**config.mk**
```make
export PLATFORM = sky130hd
export DESIGN_NAME = pif_top
export DESIGN_NICKNAME = d
export VERILOG_FILES = /design/src/hw/pif_pkg.sv /design/src/hw/pif_top.sv /design/src/hw/pif_enable_reg.sv /design/src/hw/pif_flag_reg.sv
export SDC_FILE = /design/constraint.sdc
export NUM_CORES = 1
export LEC_CHECK = 0
export ABC_AREA = 1
export BUFFER_PORTS_ARGS = -buffer_cell sky130_fd_sc_hd__buf_2
export CAP_MARGIN = 20
export CORE_MARGIN = 2
export CORE_UTILIZATION = 35
export CTS_CLUSTER_DIAMETER = 60
export DETAILED_ROUTE_END_ITERATION = 8
export PLACE_DENSITY = 0.63
export SYNTH_ARGS = -nofsm -noshare
export SYNTH_HDL_FRONTEND = slang
export SYNTH_SLANG_ARGS = --single-unit
```
**constraint.sdc**
```tcl
create_clock -name clock_i -period 1.6 [get_ports clock_i]
set_clock_uncertainty 0.15 [all_clocks]
set_input_delay 0.08 -clock clock_i [delete_from_list [all_inputs] [get_ports clock_i]]
set_output_delay 0.08 -clock clock_i [all_outputs]
set_load 0.05 [all_outputs]
```
**src/hw/pif_pkg.sv**
```systemverilog
// Constants, offsets and bit layouts of the peripheral interrupt flag bank
`default_nettype none
package pif_pkg;
  typedef logic [7:0] pif_byte_type;

  localparam int unsigned ADDR_W = 4;
  localparam int unsigned DATA_W = 8;

  // Register offsets
  localparam logic [3:0] OFS_ENABLE_4 = 4'h0;
  localparam logic [3:0] OFS_FLAGS_1  = 4'h1;
  localparam logic [3:0] OFS_FLAGS_2  = 4'h2;
  localparam logic [3:0] OFS_FLAGS_3  = 4'h3;
  localparam logic [3:0] OFS_FLAGS_4  = 4'h4;
  localparam logic [3:0] OFS_STATUS   = 4'h5;
  localparam logic [3:0] OFS_MASK     = 4'h6;

  // Reset value of every implemented bit
  localparam logic [7:0] RST_VALUE = 8'h00;

  // Implemented and software-writable bit masks
  localparam logic [7:0] IMPL_ENABLE_4 = 8'h03;
  localparam logic [7:0] IMPL_FLAGS_1  = 8'hff;
  localparam logic [7:0] WR_FLAGS_1    = 8'hcf;
  localparam logic [7:0] IMPL_FLAGS_2  = 8'hf9;
  localparam logic [7:0] IMPL_FLAGS_3  = 8'h3a;
  localparam logic [7:0] IMPL_FLAGS_4  = 8'h03;
  localparam logic [7:0] IMPL_STATUS   = 8'h03;

  // Enable register 4 fields
  localparam int unsigned BIT_PORT2_COLLISION_ENABLE = 1;
  localparam int unsigned BIT_PORT2_SERIAL_ENABLE    = 0;

  // Flag register 1 fields
  localparam int unsigned BIT_TIMER1_GATE_FLAG      = 7;
  localparam int unsigned BIT_CONVERTER_DONE_FLAG   = 6;
  localparam int unsigned BIT_SERIAL_RECEIVE_FLAG   = 5;
  localparam int unsigned BIT_SERIAL_TRANSMIT_FLAG  = 4;
  localparam int unsigned BIT_PORT1_SERIAL_FLAG     = 3;
  localparam int unsigned BIT_CAPCOMP1_FLAG         = 2;
  localparam int unsigned BIT_TIMER2_MATCH_FLAG     = 1;
  localparam int unsigned BIT_TIMER1_OVERFLOW_FLAG  = 0;

  // Flag register 2 fields
  localparam int unsigned BIT_OSC_FAIL_FLAG         = 7;
  localparam int unsigned BIT_COMPARATOR2_FLAG      = 6;
  localparam int unsigned BIT_COMPARATOR1_FLAG      = 5;
  localparam int unsigned BIT_NV_WRITE_DONE_FLAG    = 4;
  localparam int unsigned BIT_PORT1_COLLISION_FLAG  = 3;
  localparam int unsigned BIT_CAPCOMP2_FLAG         = 0;

  // Flag register 3 fields
  localparam int unsigned BIT_CAPCOMP4_FLAG         = 5;
  localparam int unsigned BIT_CAPCOMP3_FLAG         = 4;
  localparam int unsigned BIT_TIMER6_MATCH_FLAG     = 3;
  localparam int unsigned BIT_TIMER4_MATCH_FLAG     = 1;

  // Flag register 4 fields
  localparam int unsigned BIT_PORT2_COLLISION_FLAG  = 1;
  localparam int unsigned BIT_PORT2_SERIAL_FLAG     = 0;

  // Event status and mask fields
  localparam int unsigned BIT_EVT_REQUEST_RISE      = 0;
  localparam int unsigned BIT_EVT_READ_ONLY_WRITE   = 1;
endpackage
`default_nettype wire

```
**src/hw/pif_top.sv**
```systemverilog
// Peripheral interrupt enable and request flag bank
//
// Added by the designer: the plain strobed port and the address map.
`default_nettype none
module pif_top (
  // Clock and reset
  input  wire logic       clock_i,
  input  wire logic       arst_n_i,
  // Register port
  input  wire logic [3:0] addr_i,
  input  wire logic [7:0] wdata_i,
  input  wire logic       wr_i,
  input  wire logic       rd_i,
  output logic      [7:0] rdata_o,
  // Peripheral event pulses, one bit per flag position
  input  wire logic [7:0] flags1_set_i,
  input  wire logic [7:0] flags2_set_i,
  input  wire logic [7:0] flags3_set_i,
  input  wire logic [7:0] flags4_set_i,
  // Serial unit clears its own flags, bit 1 receive, bit 0 transmit
  input  wire logic [1:0] serial_flag_clr_i,
  // Enables held outside this bank
  input  wire logic [7:0] enable1_i,
  input  wire logic [7:0] enable2_i,
  input  wire logic [7:0] enable3_i,
  // Gates from the top interrupt control
  input  wire logic       global_irq_gate_i,
  input  wire logic       peripheral_irq_gate_i,
  // Requests
  output logic            periph_request_o,
  output logic            wake_request_o,
  output logic            irq_o
);
  pif_pkg::pif_byte_type enable4;
  pif_pkg::pif_byte_type flags1;
  pif_pkg::pif_byte_type flags2;
  pif_pkg::pif_byte_type flags3;
  pif_pkg::pif_byte_type flags4;
  pif_pkg::pif_byte_type mask_q;
  pif_pkg::pif_byte_type status_q;
  pif_pkg::pif_byte_type status_set;
  pif_pkg::pif_byte_type rdata_q;
  pif_pkg::pif_byte_type rdata_d;
  pif_pkg::pif_byte_type flags1_hw_clr;
  logic                  wr_enable4;
  logic                  wr_flags1;
  logic                  wr_flags2;
  logic                  wr_flags3;
  logic                  wr_flags4;
  logic                  wr_status;
  logic                  wr_mask;
  logic                  any_pending;
  logic                  periph_request_q;
  logic                  wake_request_q;

  // Write decode
  assign wr_enable4 = wr_i && (addr_i == pif_pkg::OFS_ENABLE_4);
  assign wr_flags1  = wr_i && (addr_i == pif_pkg::OFS_FLAGS_1);
  assign wr_flags2  = wr_i && (addr_i == pif_pkg::OFS_FLAGS_2);
  assign wr_flags3  = wr_i && (addr_i == pif_pkg::OFS_FLAGS_3);
  assign wr_flags4  = wr_i && (addr_i == pif_pkg::OFS_FLAGS_4);
  assign wr_status  = wr_i && (addr_i == pif_pkg::OFS_STATUS);
  assign wr_mask    = wr_i && (addr_i == pif_pkg::OFS_MASK);

  // Serial flags follow the serial unit, software cannot touch them
  always_comb
  begin
    flags1_hw_clr = 8'h00;
    flags1_hw_clr[pif_pkg::BIT_SERIAL_RECEIVE_FLAG]  = serial_flag_clr_i[1];
    flags1_hw_clr[pif_pkg::BIT_SERIAL_TRANSMIT_FLAG] = serial_flag_clr_i[0];
  end

  pif_enable_reg #(
    .IMPL (pif_pkg::IMPL_ENABLE_4)
  ) u_enable4 (
    .clock_i  (clock_i),
    .arst_n_i (arst_n_i),
    .wr_i     (wr_enable4),
    .wdata_i  (wdata_i),
    .value_o  (enable4)
  );

  pif_flag_reg #(
    .IMPL  (pif_pkg::IMPL_FLAGS_1),
    .SW_WR (pif_pkg::WR_FLAGS_1)
  ) u_flags1 (
    .clock_i  (clock_i),
    .arst_n_i (arst_n_i),
    .wr_i     (wr_flags1),
    .wdata_i  (wdata_i),
    .set_i    (flags1_set_i),
    .hw_clr_i (flags1_hw_clr),
    .flags_o  (flags1)
  );

  pif_flag_reg #(
    .IMPL  (pif_pkg::IMPL_FLAGS_2),
    .SW_WR (pif_pkg::IMPL_FLAGS_2)
  ) u_flags2 (
    .clock_i  (clock_i),
    .arst_n_i (arst_n_i),
    .wr_i     (wr_flags2),
    .wdata_i  (wdata_i),
    .set_i    (flags2_set_i),
    .hw_clr_i (8'h00),
    .flags_o  (flags2)
  );

  pif_flag_reg #(
    .IMPL  (pif_pkg::IMPL_FLAGS_3),
    .SW_WR (pif_pkg::IMPL_FLAGS_3)
  ) u_flags3 (
    .clock_i  (clock_i),
    .arst_n_i (arst_n_i),
    .wr_i     (wr_flags3),
    .wdata_i  (wdata_i),
    .set_i    (flags3_set_i),
    .hw_clr_i (8'h00),
    .flags_o  (flags3)
  );

  pif_flag_reg #(
    .IMPL  (pif_pkg::IMPL_FLAGS_4),
    .SW_WR (pif_pkg::IMPL_FLAGS_4)
  ) u_flags4 (
    .clock_i  (clock_i),
    .arst_n_i (arst_n_i),
    .wr_i     (wr_flags4),
    .wdata_i  (wdata_i),
    .set_i    (flags4_set_i),
    .hw_clr_i (8'h00),
    .flags_o  (flags4)
  );

  // Pending means flag and its enable together
  assign any_pending = |(flags1 & enable1_i) | |(flags2 & enable2_i) |
                       |(flags3 & enable3_i) | |(flags4 & enable4);

  // Registered request; the gates can only mask, never latch
  always_ff @(posedge clock_i or negedge arst_n_i)
  begin
    if (!arst_n_i)
    begin
      periph_request_q <= 1'b0;
      wake_request_q   <= 1'b0;
    end
    else
    begin
      periph_request_q <= any_pending && peripheral_irq_gate_i && global_irq_gate_i;
      // Wake does not need the global gate
      wake_request_q   <= any_pending && peripheral_irq_gate_i;
    end
  end

  // Event status sources
  always_comb
  begin
    status_set = 8'h00;
    status_set[pif_pkg::BIT_EVT_REQUEST_RISE] = any_pending && peripheral_irq_gate_i &&
                                                 global_irq_gate_i && !periph_request_q;
    status_set[pif_pkg::BIT_EVT_READ_ONLY_WRITE] =
      wr_flags1 && (|(wdata_i & ~pif_pkg::WR_FLAGS_1));
  end

  // Sticky status, write one to clear, set wins
  always_ff @(posedge clock_i or negedge arst_n_i)
  begin
    if (!arst_n_i)
    begin
      status_q <= pif_pkg::RST_VALUE;
    end
    else
    begin
      status_q <= ((status_q & ~(wr_status ? wdata_i : 8'h00)) | status_set) &
                  pif_pkg::IMPL_STATUS;
    end
  end

  always_ff @(posedge clock_i or negedge arst_n_i)
  begin
    if (!arst_n_i)
    begin
      mask_q <= pif_pkg::RST_VALUE;
    end
    else if (wr_mask)
    begin
      mask_q <= wdata_i & pif_pkg::IMPL_STATUS;
    end
  end

  // Read mux; unmapped offsets read zero
  always_comb
  begin
    rdata_d = 8'h00;
    if (!rd_i)
    begin
      rdata_d = 8'h00;
    end
    else if (addr_i == pif_pkg::OFS_ENABLE_4)
    begin
      rdata_d = enable4;
    end
    else if (addr_i == pif_pkg::OFS_FLAGS_1)
    begin
      rdata_d = flags1;
    end
    else if (addr_i == pif_pkg::OFS_FLAGS_2)
    begin
      rdata_d = flags2;
    end
    else if (addr_i == pif_pkg::OFS_FLAGS_3)
    begin
      rdata_d = flags3;
    end
    else if (addr_i == pif_pkg::OFS_FLAGS_4)
    begin
      rdata_d = flags4;
    end
    else if (addr_i == pif_pkg::OFS_STATUS)
    begin
      rdata_d = status_q;
    end
    else if (addr_i == pif_pkg::OFS_MASK)
    begin
      rdata_d = mask_q;
    end
  end

  // Data stands only in the cycle after the read strobe
  always_ff @(posedge clock_i or negedge arst_n_i)
  begin
    if (!arst_n_i)
    begin
      rdata_q <= pif_pkg::RST_VALUE;
    end
    else
    begin
      rdata_q <= rdata_d;
    end
  end

  assign rdata_o          = rdata_q;
  assign periph_request_o = periph_request_q;
  assign wake_request_o   = wake_request_q;
  assign irq_o            = |(status_q & mask_q);

  chk_flag_set: assert property (
    @(posedge clock_i) disable iff (!arst_n_i)
    flags1_set_i[pif_pkg::BIT_TIMER1_OVERFLOW_FLAG] |=>
      flags1[pif_pkg::BIT_TIMER1_OVERFLOW_FLAG])
    else $error("event pulse did not set its flag");

  chk_gate_blocks: assert property (
    @(posedge clock_i) disable iff (!arst_n_i)
    !peripheral_irq_gate_i |=> !periph_request_o)
    else $error("request passed with peripheral gate clear");

  chk_enable4_read: assert property (
    @(posedge clock_i) disable iff (!arst_n_i)
    rd_i && addr_i == pif_pkg::OFS_ENABLE_4 |=> rdata_o[7:2] == 6'h00 &&
      rdata_o[1:0] == $past(enable4[1:0]))
    else $error("enable register 4 read wrong");

  chk_serial_ro: assert property (
    @(posedge clock_i) disable iff (!arst_n_i)
    wr_flags1 && flags1_set_i[5:4] == 2'b00 && serial_flag_clr_i == 2'b00 |=>
      flags1[5:4] == $past(flags1[5:4]))
    else $error("read-only serial flag changed by software");

  chk_flags2_unimpl: assert property (
    @(posedge clock_i) disable iff (!arst_n_i)
    flags2_set_i[2:1] == 2'b11 |=> flags2[2:1] == 2'b00)
    else $error("unimplemented flag 2 bits set");

  chk_flags3_unimpl: assert property (
    @(posedge clock_i) disable iff (!arst_n_i)
    wr_flags3 && wdata_i == 8'hff |=> (flags3 & ~pif_pkg::IMPL_FLAGS_3) == 8'h00 &&
      flags3 == pif_pkg::IMPL_FLAGS_3)
    else $error("flag 3 write wrong");

  chk_flag_read: assert property (
    @(posedge clock_i) disable iff (!arst_n_i)
    rd_i && addr_i == pif_pkg::OFS_FLAGS_1 |=> rdata_o == $past(flags1) ##1 rdata_o == 8'h00
      || $past(rd_i))
    else $error("flag read returned wrong data");

  chk_port2_clear: assert property (
    @(posedge clock_i) disable iff (!arst_n_i)
    wr_flags4 && wdata_i == 8'h00 && flags4_set_i[1:0] == 2'b00 |=> flags4 == 8'h00)
    else $error("port 2 flags not cleared by writing zero");

  chk_request_any: assert property (
    @(posedge clock_i) disable iff (!arst_n_i)
    (flags4 & enable4) != 8'h00 && peripheral_irq_gate_i && global_irq_gate_i |=>
      periph_request_o)
    else $error("pending enabled flag raised no request");
endmodule
`default_nettype wire

```
**src/hw/pif_enable_reg.sv**
```systemverilog
// Software enable register with unimplemented bits held at zero
`default_nettype none
module pif_enable_reg #(
  parameter logic [7:0] IMPL = 8'hff
) (
  // Clock and reset
  input  wire logic       clock_i,
  input  wire logic       arst_n_i,
  // Write port
  input  wire logic       wr_i,
  input  wire logic [7:0] wdata_i,
  // Stored value
  output logic      [7:0] value_o
);
  logic [7:0] value_q;

  always_ff @(posedge clock_i or negedge arst_n_i)
  begin
    if (!arst_n_i)
    begin
      value_q <= pif_pkg::RST_VALUE;
    end
    else if (wr_i)
    begin
      value_q <= wdata_i & IMPL;
    end
  end

  assign value_o = value_q;
endmodule
`default_nettype wire

```
**src/hw/pif_flag_reg.sv**
```systemverilog
// Request flag register: hardware sets, software writes, set wins
`default_nettype none
module pif_flag_reg #(
  parameter logic [7:0] IMPL  = 8'hff,
  parameter logic [7:0] SW_WR = 8'hff
) (
  // Clock and reset
  input  wire logic       clock_i,
  input  wire logic       arst_n_i,
  // Software write port
  input  wire logic       wr_i,
  input  wire logic [7:0] wdata_i,
  // Hardware events
  input  wire logic [7:0] set_i,
  input  wire logic [7:0] hw_clr_i,
  // Flags
  output logic      [7:0] flags_o
);
  logic [7:0] flags_q;
  logic [7:0] flags_d;

  always_comb
  begin
    flags_d = flags_q;
    if (wr_i)
    begin
      flags_d = (flags_q & ~SW_WR) | (wdata_i & SW_WR);
    end
    flags_d = flags_d & ~hw_clr_i;
    // Set applied last so an event is never lost to a clear
    flags_d = (flags_d | set_i) & IMPL;
  end

  always_ff @(posedge clock_i or negedge arst_n_i)
  begin
    if (!arst_n_i)
    begin
      flags_q <= pif_pkg::RST_VALUE;
    end
    else
    begin
      flags_q <= flags_d;
    end
  end

  assign flags_o = flags_q;
endmodule
`default_nettype wire

```
==> reports/metrics.yaml, run 1 <==
holdBufCountCts: 45
synth_edf_count: 0
hp-class: "in -> reg"
slew_headroom: 0.778
core-area_mm2: 0.00472
ioPinCount: 87
maxCapViolCount: 0
async_reset_ff_frac: 1.00
ant_nets: 0
synth_top_area_share: 0.523
ys_types: 20
netlist_area_mm2: 0.00172
htree_levels: 2
root_buffer: "clkbuf_8"
critical_path.max_fanout: 3
drc: 0
synth_xor_xnor_area_share: 0
critPathLaunchType: "input port"
clk_latency_ns: 0.30
yosys-top-cells-area: "dfrtp_1, nand2_1, nand3b_1"
grt_pass1_wl_mm: 8.19
vias: 1899
top_layer: "met4"
wl_met3_um: 277
routedWlPerCell_um: 13.0
cts_tree: "built"
syn_avg_cell_area_um2: 8.24
fp.dieArea_mm2: 0.00550
p_switching_mw: 0.591
clk_pin_slew_ns: 0.07
worst_slew_pin_slew_ns: 0.333
gp_congestion: 0.908
fmax_ghz: 0.655
place_area_mm2: 0.00220
via_per_inst: 4.72
cp.arrival_ns: 1.56
synth_ff_type: "dfrtp_1"
dr.pass1.iters: 4
cts_buffers: 5
die_h_um: 74.2
multi_input_area_um2: 758
first_iter_violations: 91
whs_ns: 0.00953
post_cts_buffers: 0
grt_pass1_vias: 1892
comb_power_share: 0.198
rsz0062_at_grt: "false"
design_area_mm2: 0.00274
hold_viol: 0
synth_top_family_by_area: "simple AND/OR/NAND/NOR gates"
final_nets: 410
start_util: 0.365
seq_area_frac_synth: 0.523
clock_power_share: 0.324
crit_type: "in -> reg"
fillers: 434
drive_gt1_frac: 0.272
synth.most_common_cell: "nand2_1"
met2_length_mm: 2.62
antenna_cells: 0
fin_crit_sh: 0.954
postSynthCellCount: 209
yosys.area.top_type: "dfrtp_1"
power_density_mw_per_mm2: 764
synth-adder-area-share: 0
fin_crit_ns: 1.53
syn2layout_area_growth_pct: 59.1
antenna_found_initial: 0
wl_met1_mm: 2.17
status: "finished clean"
p_leak_nw: 1.34
synth-seq-cells: 36
io_buffers: 68
endpoint_kind: "flip-flop"
grt_usage: 0.202
switching_share: 0.282
syn-num-nets: 285
synth_compound_area_frac: 0.111
ir_worst_vdd_mv: 0.337
die_width_um: 74.2
rows: 25
cts_resized: 0
synth_common_cells: "nand2_1, dfrtp_1, inv_1, nor2_1"
grt.overflow.total: 0
final-seq-area_um2: 901
drv_slew: 0
finalSetupViolations: 0
cp_data_required_time_ns: 1.63
clock_sinks: 36
muxShareOfSynthArea: 0
p_seq_frac: 0.478
internal_power_mw: 1.50
tns_ns: 0
dp_hpwl_mm: 3.65
grt_start_max_net_pins: 32
synth-simple-area-share: 0.329
clk_path_buf_depth: 2
synth_warnings: 0
drt_wl_total_mm: 5.22
## flip-flops by register name, summed over array words and instances (netlist names)
| signal | count |
|---|---|
| rdata_o | 8 |
| u_flags1.flags_o | 8 |
| u_flags4.flags_o | 2 |
| u_flags3.flags_o | 4 |
| u_enable4.value_o | 2 |
| periph_request_o | 1 |
| wake_request_o | 1 |
| status_q | 2 |
| mask_q | 2 |
| u_flags2.flags_o | 6 |
## cells by family (layout without fill, tap and decap cells)
logic type | after synthesis | count (layout)
AO/OA/AOI/OAI | 32 | 32
buffers and inverters | 17 | 143
flip-flops | 36 | 36
AND/OR/NAND/NOR | 124 | 124
## final cells by class
| cell class | count | share of cell area |
|---|---|---|
| inverter | 17 | 0.0233 |
| timing repair buffer | 118 | 0.307 |
| sequential | 36 | 0.329 |
| tap | 67 | 0.0306 |
| clock buffer | 7 | 0.0315 |
| multi-input combinational | 156 | 0.277 |
| clock inverter | 1 | 0.00274 |
## metal layers
| metal | vias to the layer above | track usage |
|---|---|---|
| met2 | 67 | 0.350 |
| met4 | 0 | 0.0949 |
| li1 | 934 | - |
| met3 | 13 | 0.0528 |
| met1 | 885 | 0.234 |
| met5 | - | 0 |
## placed cells by master, fill, tap and decap left out
| cell type | Yosys | final |
|---|---|---|
| buf_2 | 0 | 68 |
| a31oi_1 | 3 | 3 |
| clkinvlp_4 | 0 | 1 |
| buf_4 | 0 | 4 |
| inv_2 | 4 | 4 |
| and3_1 | 1 | 1 |
| buf_12 | 0 | 1 |
| nor2_4 | 4 | 4 |
| a21boi_0 | 1 | 1 |
| nor2_1 | 12 | 12 |
| a211o_1 | 4 | 4 |
| nand2_1 | 79 | 79 |
| nand2_2 | 1 | 1 |
| nor2_2 | 2 | 2 |
| a21oi_1 | 11 | 11 |
| clkbuf_8 | 0 | 6 |
| inv_1 | 13 | 13 |
| o21ai_0 | 9 | 9 |
| nand4_1 | 4 | 4 |
| dfrtp_1 | 36 | 36 |
| dlygate4sd3_1 | 0 | 45 |
| nand3b_1 | 10 | 10 |
| nand3_1 | 11 | 11 |
| a22o_1 | 1 | 1 |
| o21bai_1 | 2 | 2 |
| o22ai_1 | 1 | 1 |
| clkbuf_1 | 0 | 1 |
## final timing paths
check                                           from                   end  slack [ns]  cells after the start
worst max-delay path                      wdata_i[4]           status_q[1]        0.07                      5
worst min-delay path                      wdata_i[1]  u_enable4.value_o[1]        0.01                      3
worst max register to register   u_flags1.flags_o[6]           status_q[0]        0.18                      8
worst min register to register  u_enable4.value_o[0]  u_enable4.value_o[0]        0.38                      2
max in group asynchronous                   arst_n_i           status_q[0]        0.49                      3
min in group asynchronous                   arst_n_i            rdata_o[5]        0.14                      3
## metrics by stage
stage | instances | power (mW) | utilization | worst slack [ns]
after global placement | 349 | 1.35 | 0.465 | 0.251
after CTS | 402 | 2.11 | 0.580 | 0.0905
after global routing | 402 | 2.19 | 0.580 | 0.00610
after detailed placement | 349 | 1.36 | 0.465 | 0.180
after floorplan | 209 | 1.19 | - | 0.432
final | 402 | 2.09 | 0.580 | 0.0739
## worst max-delay path, stage by stage
cell and delay (ns):
dlygate4sd3_1 0.53, buf_2 0.13, o21ai_0 0.18, dlygate4sd3_1 0.58
nand2_1 0.05
## power by group through the flow
stage	registers, mW	logic, mW	clock network (mW)
finish	1.00	0.414	0.679
global route	1.00	0.455	0.728
CTS	0.999	0.413	0.693
detailed placement	1.02	0.339	0
global placement	1.02	0.337	0
floorplan	1.05	0.147	0
Power figures use the tool's default switching activity.
==> inputs of run 2 (changes only) <==
--- a/config.mk
+++ b/config.mk
@@ -5,10 +5,8 @@
 export SDC_FILE = /design/constraint.sdc
 export NUM_CORES = 1
 export LEC_CHECK = 0
-export ABC_AREA = 1
 export BUFFER_PORTS_ARGS = -buffer_cell sky130_fd_sc_hd__buf_2
 export CAP_MARGIN = 20
-export CORE_MARGIN = 2
 export CORE_UTILIZATION = 35
 export CTS_CLUSTER_DIAMETER = 60
 export DETAILED_ROUTE_END_ITERATION = 8
==> run 2 against run 1 <==
Net effect:
- utilization is 2.4 points lower
- via count down 9.0%
- non-clock buffer count down 5
- critical endpoint is now u_flags3.flags_o[5]
==> reports/metrics.yaml, run 2 <==
synth_ff_type: "dfrtp_1"  # unchanged
grt_usage: 0.207  # was 0.202
drv_slew: 0  # unchanged
fp.dieArea_mm2: 0.00538  # was 0.00550 mm^2
cts_buffers: 5  # unchanged
hold_viol: 0  # unchanged
synth_top_area_share: 0.505  # was 0.523
cp.arrival_ns: 1.58  # was 1.56 ns
io_buffers: 68  # unchanged
core-area_mm2: 0.00482  # was 0.00472 mm^2
htree_levels: 2  # unchanged
wl_met1_mm: 2.22  # was 2.17 mm
fin_ws_ns: 0.0402  # was 0.0739 ns
holdPathStages: 4  # was 3
clock_sinks: 36  # unchanged
drc: 0  # unchanged
internal_power_mw: 1.52  # was 1.50 mW
path_cells: "buf_2, nor2_8, nand4_2, a211o_1, dlygate4sd3_1"  # was dlygate4sd3_1, buf_2, o21ai_0, dlygate4sd3_1, nand2_1
tns_ns: 0  # unchanged
synth_common_cells: "dfrtp_1, nor2_1, a211o_1, a22oi_1, nand2_1"  # was nand2_1, dfrtp_1, inv_1, nor2_1
dp_slack_ns: 0.190  # was 0.180 ns
antenna_cells: 0  # unchanged
power_density_mw_per_mm2: 779  # was 764 mW/mm^2
via_per_inst: 4.87  # was 4.72
netlist_area_mm2: 0.00178  # was 0.00172 mm^2
clk_pin_slew_ns: 0.07  # about the same
rows: 25  # unchanged
ys_types: 33  # was 20
crit_type: "in -> reg"  # unchanged
grt_start_max_net_pins: 37  # was 32
postSynthCellCount: 173  # was 209
p_leak_nw: 1.25  # was 1.34 nW
switching_share: 0.272  # was 0.282
wl_met3_um: 243  # was 277 um
first_iter_violations: 118  # was 91
async_reset_ff_frac: 1.00  # unchanged
hp-class: "in -> reg"  # unchanged
grt_pass1_vias: 1708  # was 1892
p_switching_mw: 0.567  # was 0.591 mW
fmax_ghz: 0.641  # was 0.655 GHz
critPathLaunchType: "input port"  # unchanged
ioPinCount: 87  # unchanged
cp_data_required_time_ns: 1.62  # was 1.63 ns
drt_wl_total_mm: 5.07  # was 5.22 mm
clk_path_buf_depth: 2  # unchanged
slowest_stage: "dlygate4sd3_1"  # unchanged
comb_power_share: 0.203  # was 0.198
slew_headroom: 0.692  # was 0.778
antenna_found_initial: 0  # unchanged
finalSetupViolations: 0  # unchanged
status: "finished clean"  # unchanged
start_util: 0.370  # was 0.365
top_layer: "met4"  # unchanged
drive_gt1_frac: 0.316  # was 0.272
root_buffer: "clkbuf_8"  # unchanged
critical_path.max_fanout: 8  # was 3
layout.cells.most_common: "buf_2"  # was nand2_1
vias: 1729  # was 1899
routedWlPerCell_um: 14.3  # was 13.0 um
clock_power_share: 0.317  # was 0.324
r2r_cells: 2  # was 8
maxCapViolCount: 0  # unchanged
layout_common_cells: "buf_2, dlygate4sd3_1, dfrtp_1"  # was nand2_1, buf_2, dlygate4sd3_1
clk_latency_ns: 0.29  # was 0.30 ns
yosys-top-cells-area: "dfrtp_1, a211o_1, a22oi_1"  # was dfrtp_1, nand2_1, nand3b_1
synth-seq-cells: 36  # unchanged
gp_congestion: 0.821  # was 0.908
fin_crit_sh: 0.975  # was 0.954
die_h_um: 73.4  # was 74.2 um
fin_crit_ns: 1.56  # was 1.53 ns
endpoint_kind: "flip-flop"  # unchanged
grt_pass1_wl_mm: 8.18  # was 8.19 mm
syn_avg_cell_area_um2: 10.3  # was 8.24 um^2
worst_slew_pin_slew_ns: 0.462  # was 0.333 ns
final_nets: 363  # was 410
ant_nets: 0  # unchanged
synth_edf_count: 0  # unchanged
ir_worst_vdd_mv: 0.397  # was 0.337 mV
syn2layout_area_growth_pct: 50.5  # was 59.1%
synth.most_common_cell: "dfrtp_1"  # was nand2_1
syn-num-nets: 249  # was 285
rsz0062_at_grt: "false"  # unchanged
die_width_um: 73.4  # was 74.2 um
grt.overflow.total: 0  # unchanged
yosys.area.top_type: "dfrtp_1"  # unchanged
cts_tree: "built"  # unchanged
dr.pass1.iters: 4  # unchanged
synth_warnings: 0  # unchanged
dp_hpwl_mm: 3.45  # was 3.65 mm
seq_area_frac_synth: 0.505  # was 0.523
met2_length_mm: 2.49  # was 2.62 mm
cpPeakStageDelay_ns: 0.55  # was 0.58 ns
p_seq_frac: 0.479  # was 0.478
[run 2: cell types whose count changed after synthesis, sizes merged, moves of 6 or more]
cell    change
a211o      +13
a21oi       -6
a22oi      +15
buf         +6
mux2        +7
nand2      -66
nand3b     -10
nor2       +11
[run 2: critical path, delay by kind of cell]
kind / cells / cell delay (ns)
AOI/OAI and AO/OA: 1 / 0.36
buffers and inverters: 2 / 0.72
and+or+nand+nor: 2 / 0.41
[run 2: routing by layer]
metal | track usage | vias up
li1 | - | 850
met1 | 0.265 | 820
met2 | 0.341 | 51
met3 | 0.0508 | 8
met4 | 0.0769 | 0
met5 | 0 | -
[run 2: metrics by stage]
stage / area, um^2 / std cells / total power, mW / util / hold slack, ns
3_3_place_gp: 2180 / 306 / 1.37 / 0.453 / -0.00330
4_1_cts: 2680 / 355 / 2.10 / 0.557 / 0.00000566
3_5_place_dp: 2180 / 306 / 1.37 / 0.453 / 0.00126
2_1_floorplan: 1780 / 173 / 1.22 / - / -0.366
5_1_grt: 2680 / 355 / 2.19 / 0.557 / 0.0355
6_report: 2680 / 355 / 2.09 / 0.557 / 0.0159
[run 2: layout make-up]
| class | instances | area [um^2] |
|---|---|---|
| repair buffers | 113 | 781 |
| flip-flops and latches | 36 | 901 |
| multi-input cells | 119 | 782 |
| clock buffers | 8 | 90.1 |
| inverters | 12 | 45.0 |
| well taps | 67 | 83.8 |
| fillers | 464 | 2130 |
[run 2: repair_timing]
item,in CTS,in global routing
buffers inserted,0,0
resized for setup,0,0
hold endpoints to repair,65,0
hold buffers,41,0
[run 2: power groups by stage]
stage          registers (mW)  logic, mW  clock network, mW
6_report                 1.00      0.425              0.663
5_1_grt                  1.01      0.465              0.714
4_1_cts                  1.00      0.422              0.678
3_5_place_dp             1.02      0.349                  0
3_3_place_gp             1.02      0.346                  0
2_1_floorplan            1.04      0.176                  0
[run 2: kinds of logic (layout without fill, tap and decap cells)]
kind of cell / count (synthesis) / in the layout / synth area share
buffers and inverters: 18 / 133 / 0.0561
AO/OA/AOI/OAI: 49 / 49 / 0.206
multiplexers: 9 / 9 / 0.0554
AND/OR/NAND/NOR: 61 / 61 / 0.177
flip-flops: 36 / 36 / 0.505
[run 2: path summary, 6_finish.rpt]
kind	end	start	slack (ns)
min in group asynchronous	u_enable4.value_o[1]	arst_n_i	0.22
hold / removal	rdata_o[0]	addr_i[3]	0.02
hold reg to reg	u_flags1.flags_o[0]	u_flags1.flags_o[0]	0.37
setup reg to reg	u_flags3.flags_o[3]	u_flags3.flags_o[3]	0.11
max in group asynchronous	u_flags3.flags_o[5]	arst_n_i	0.76
setup / recovery	u_flags3.flags_o[5]	addr_i[2]	0.04
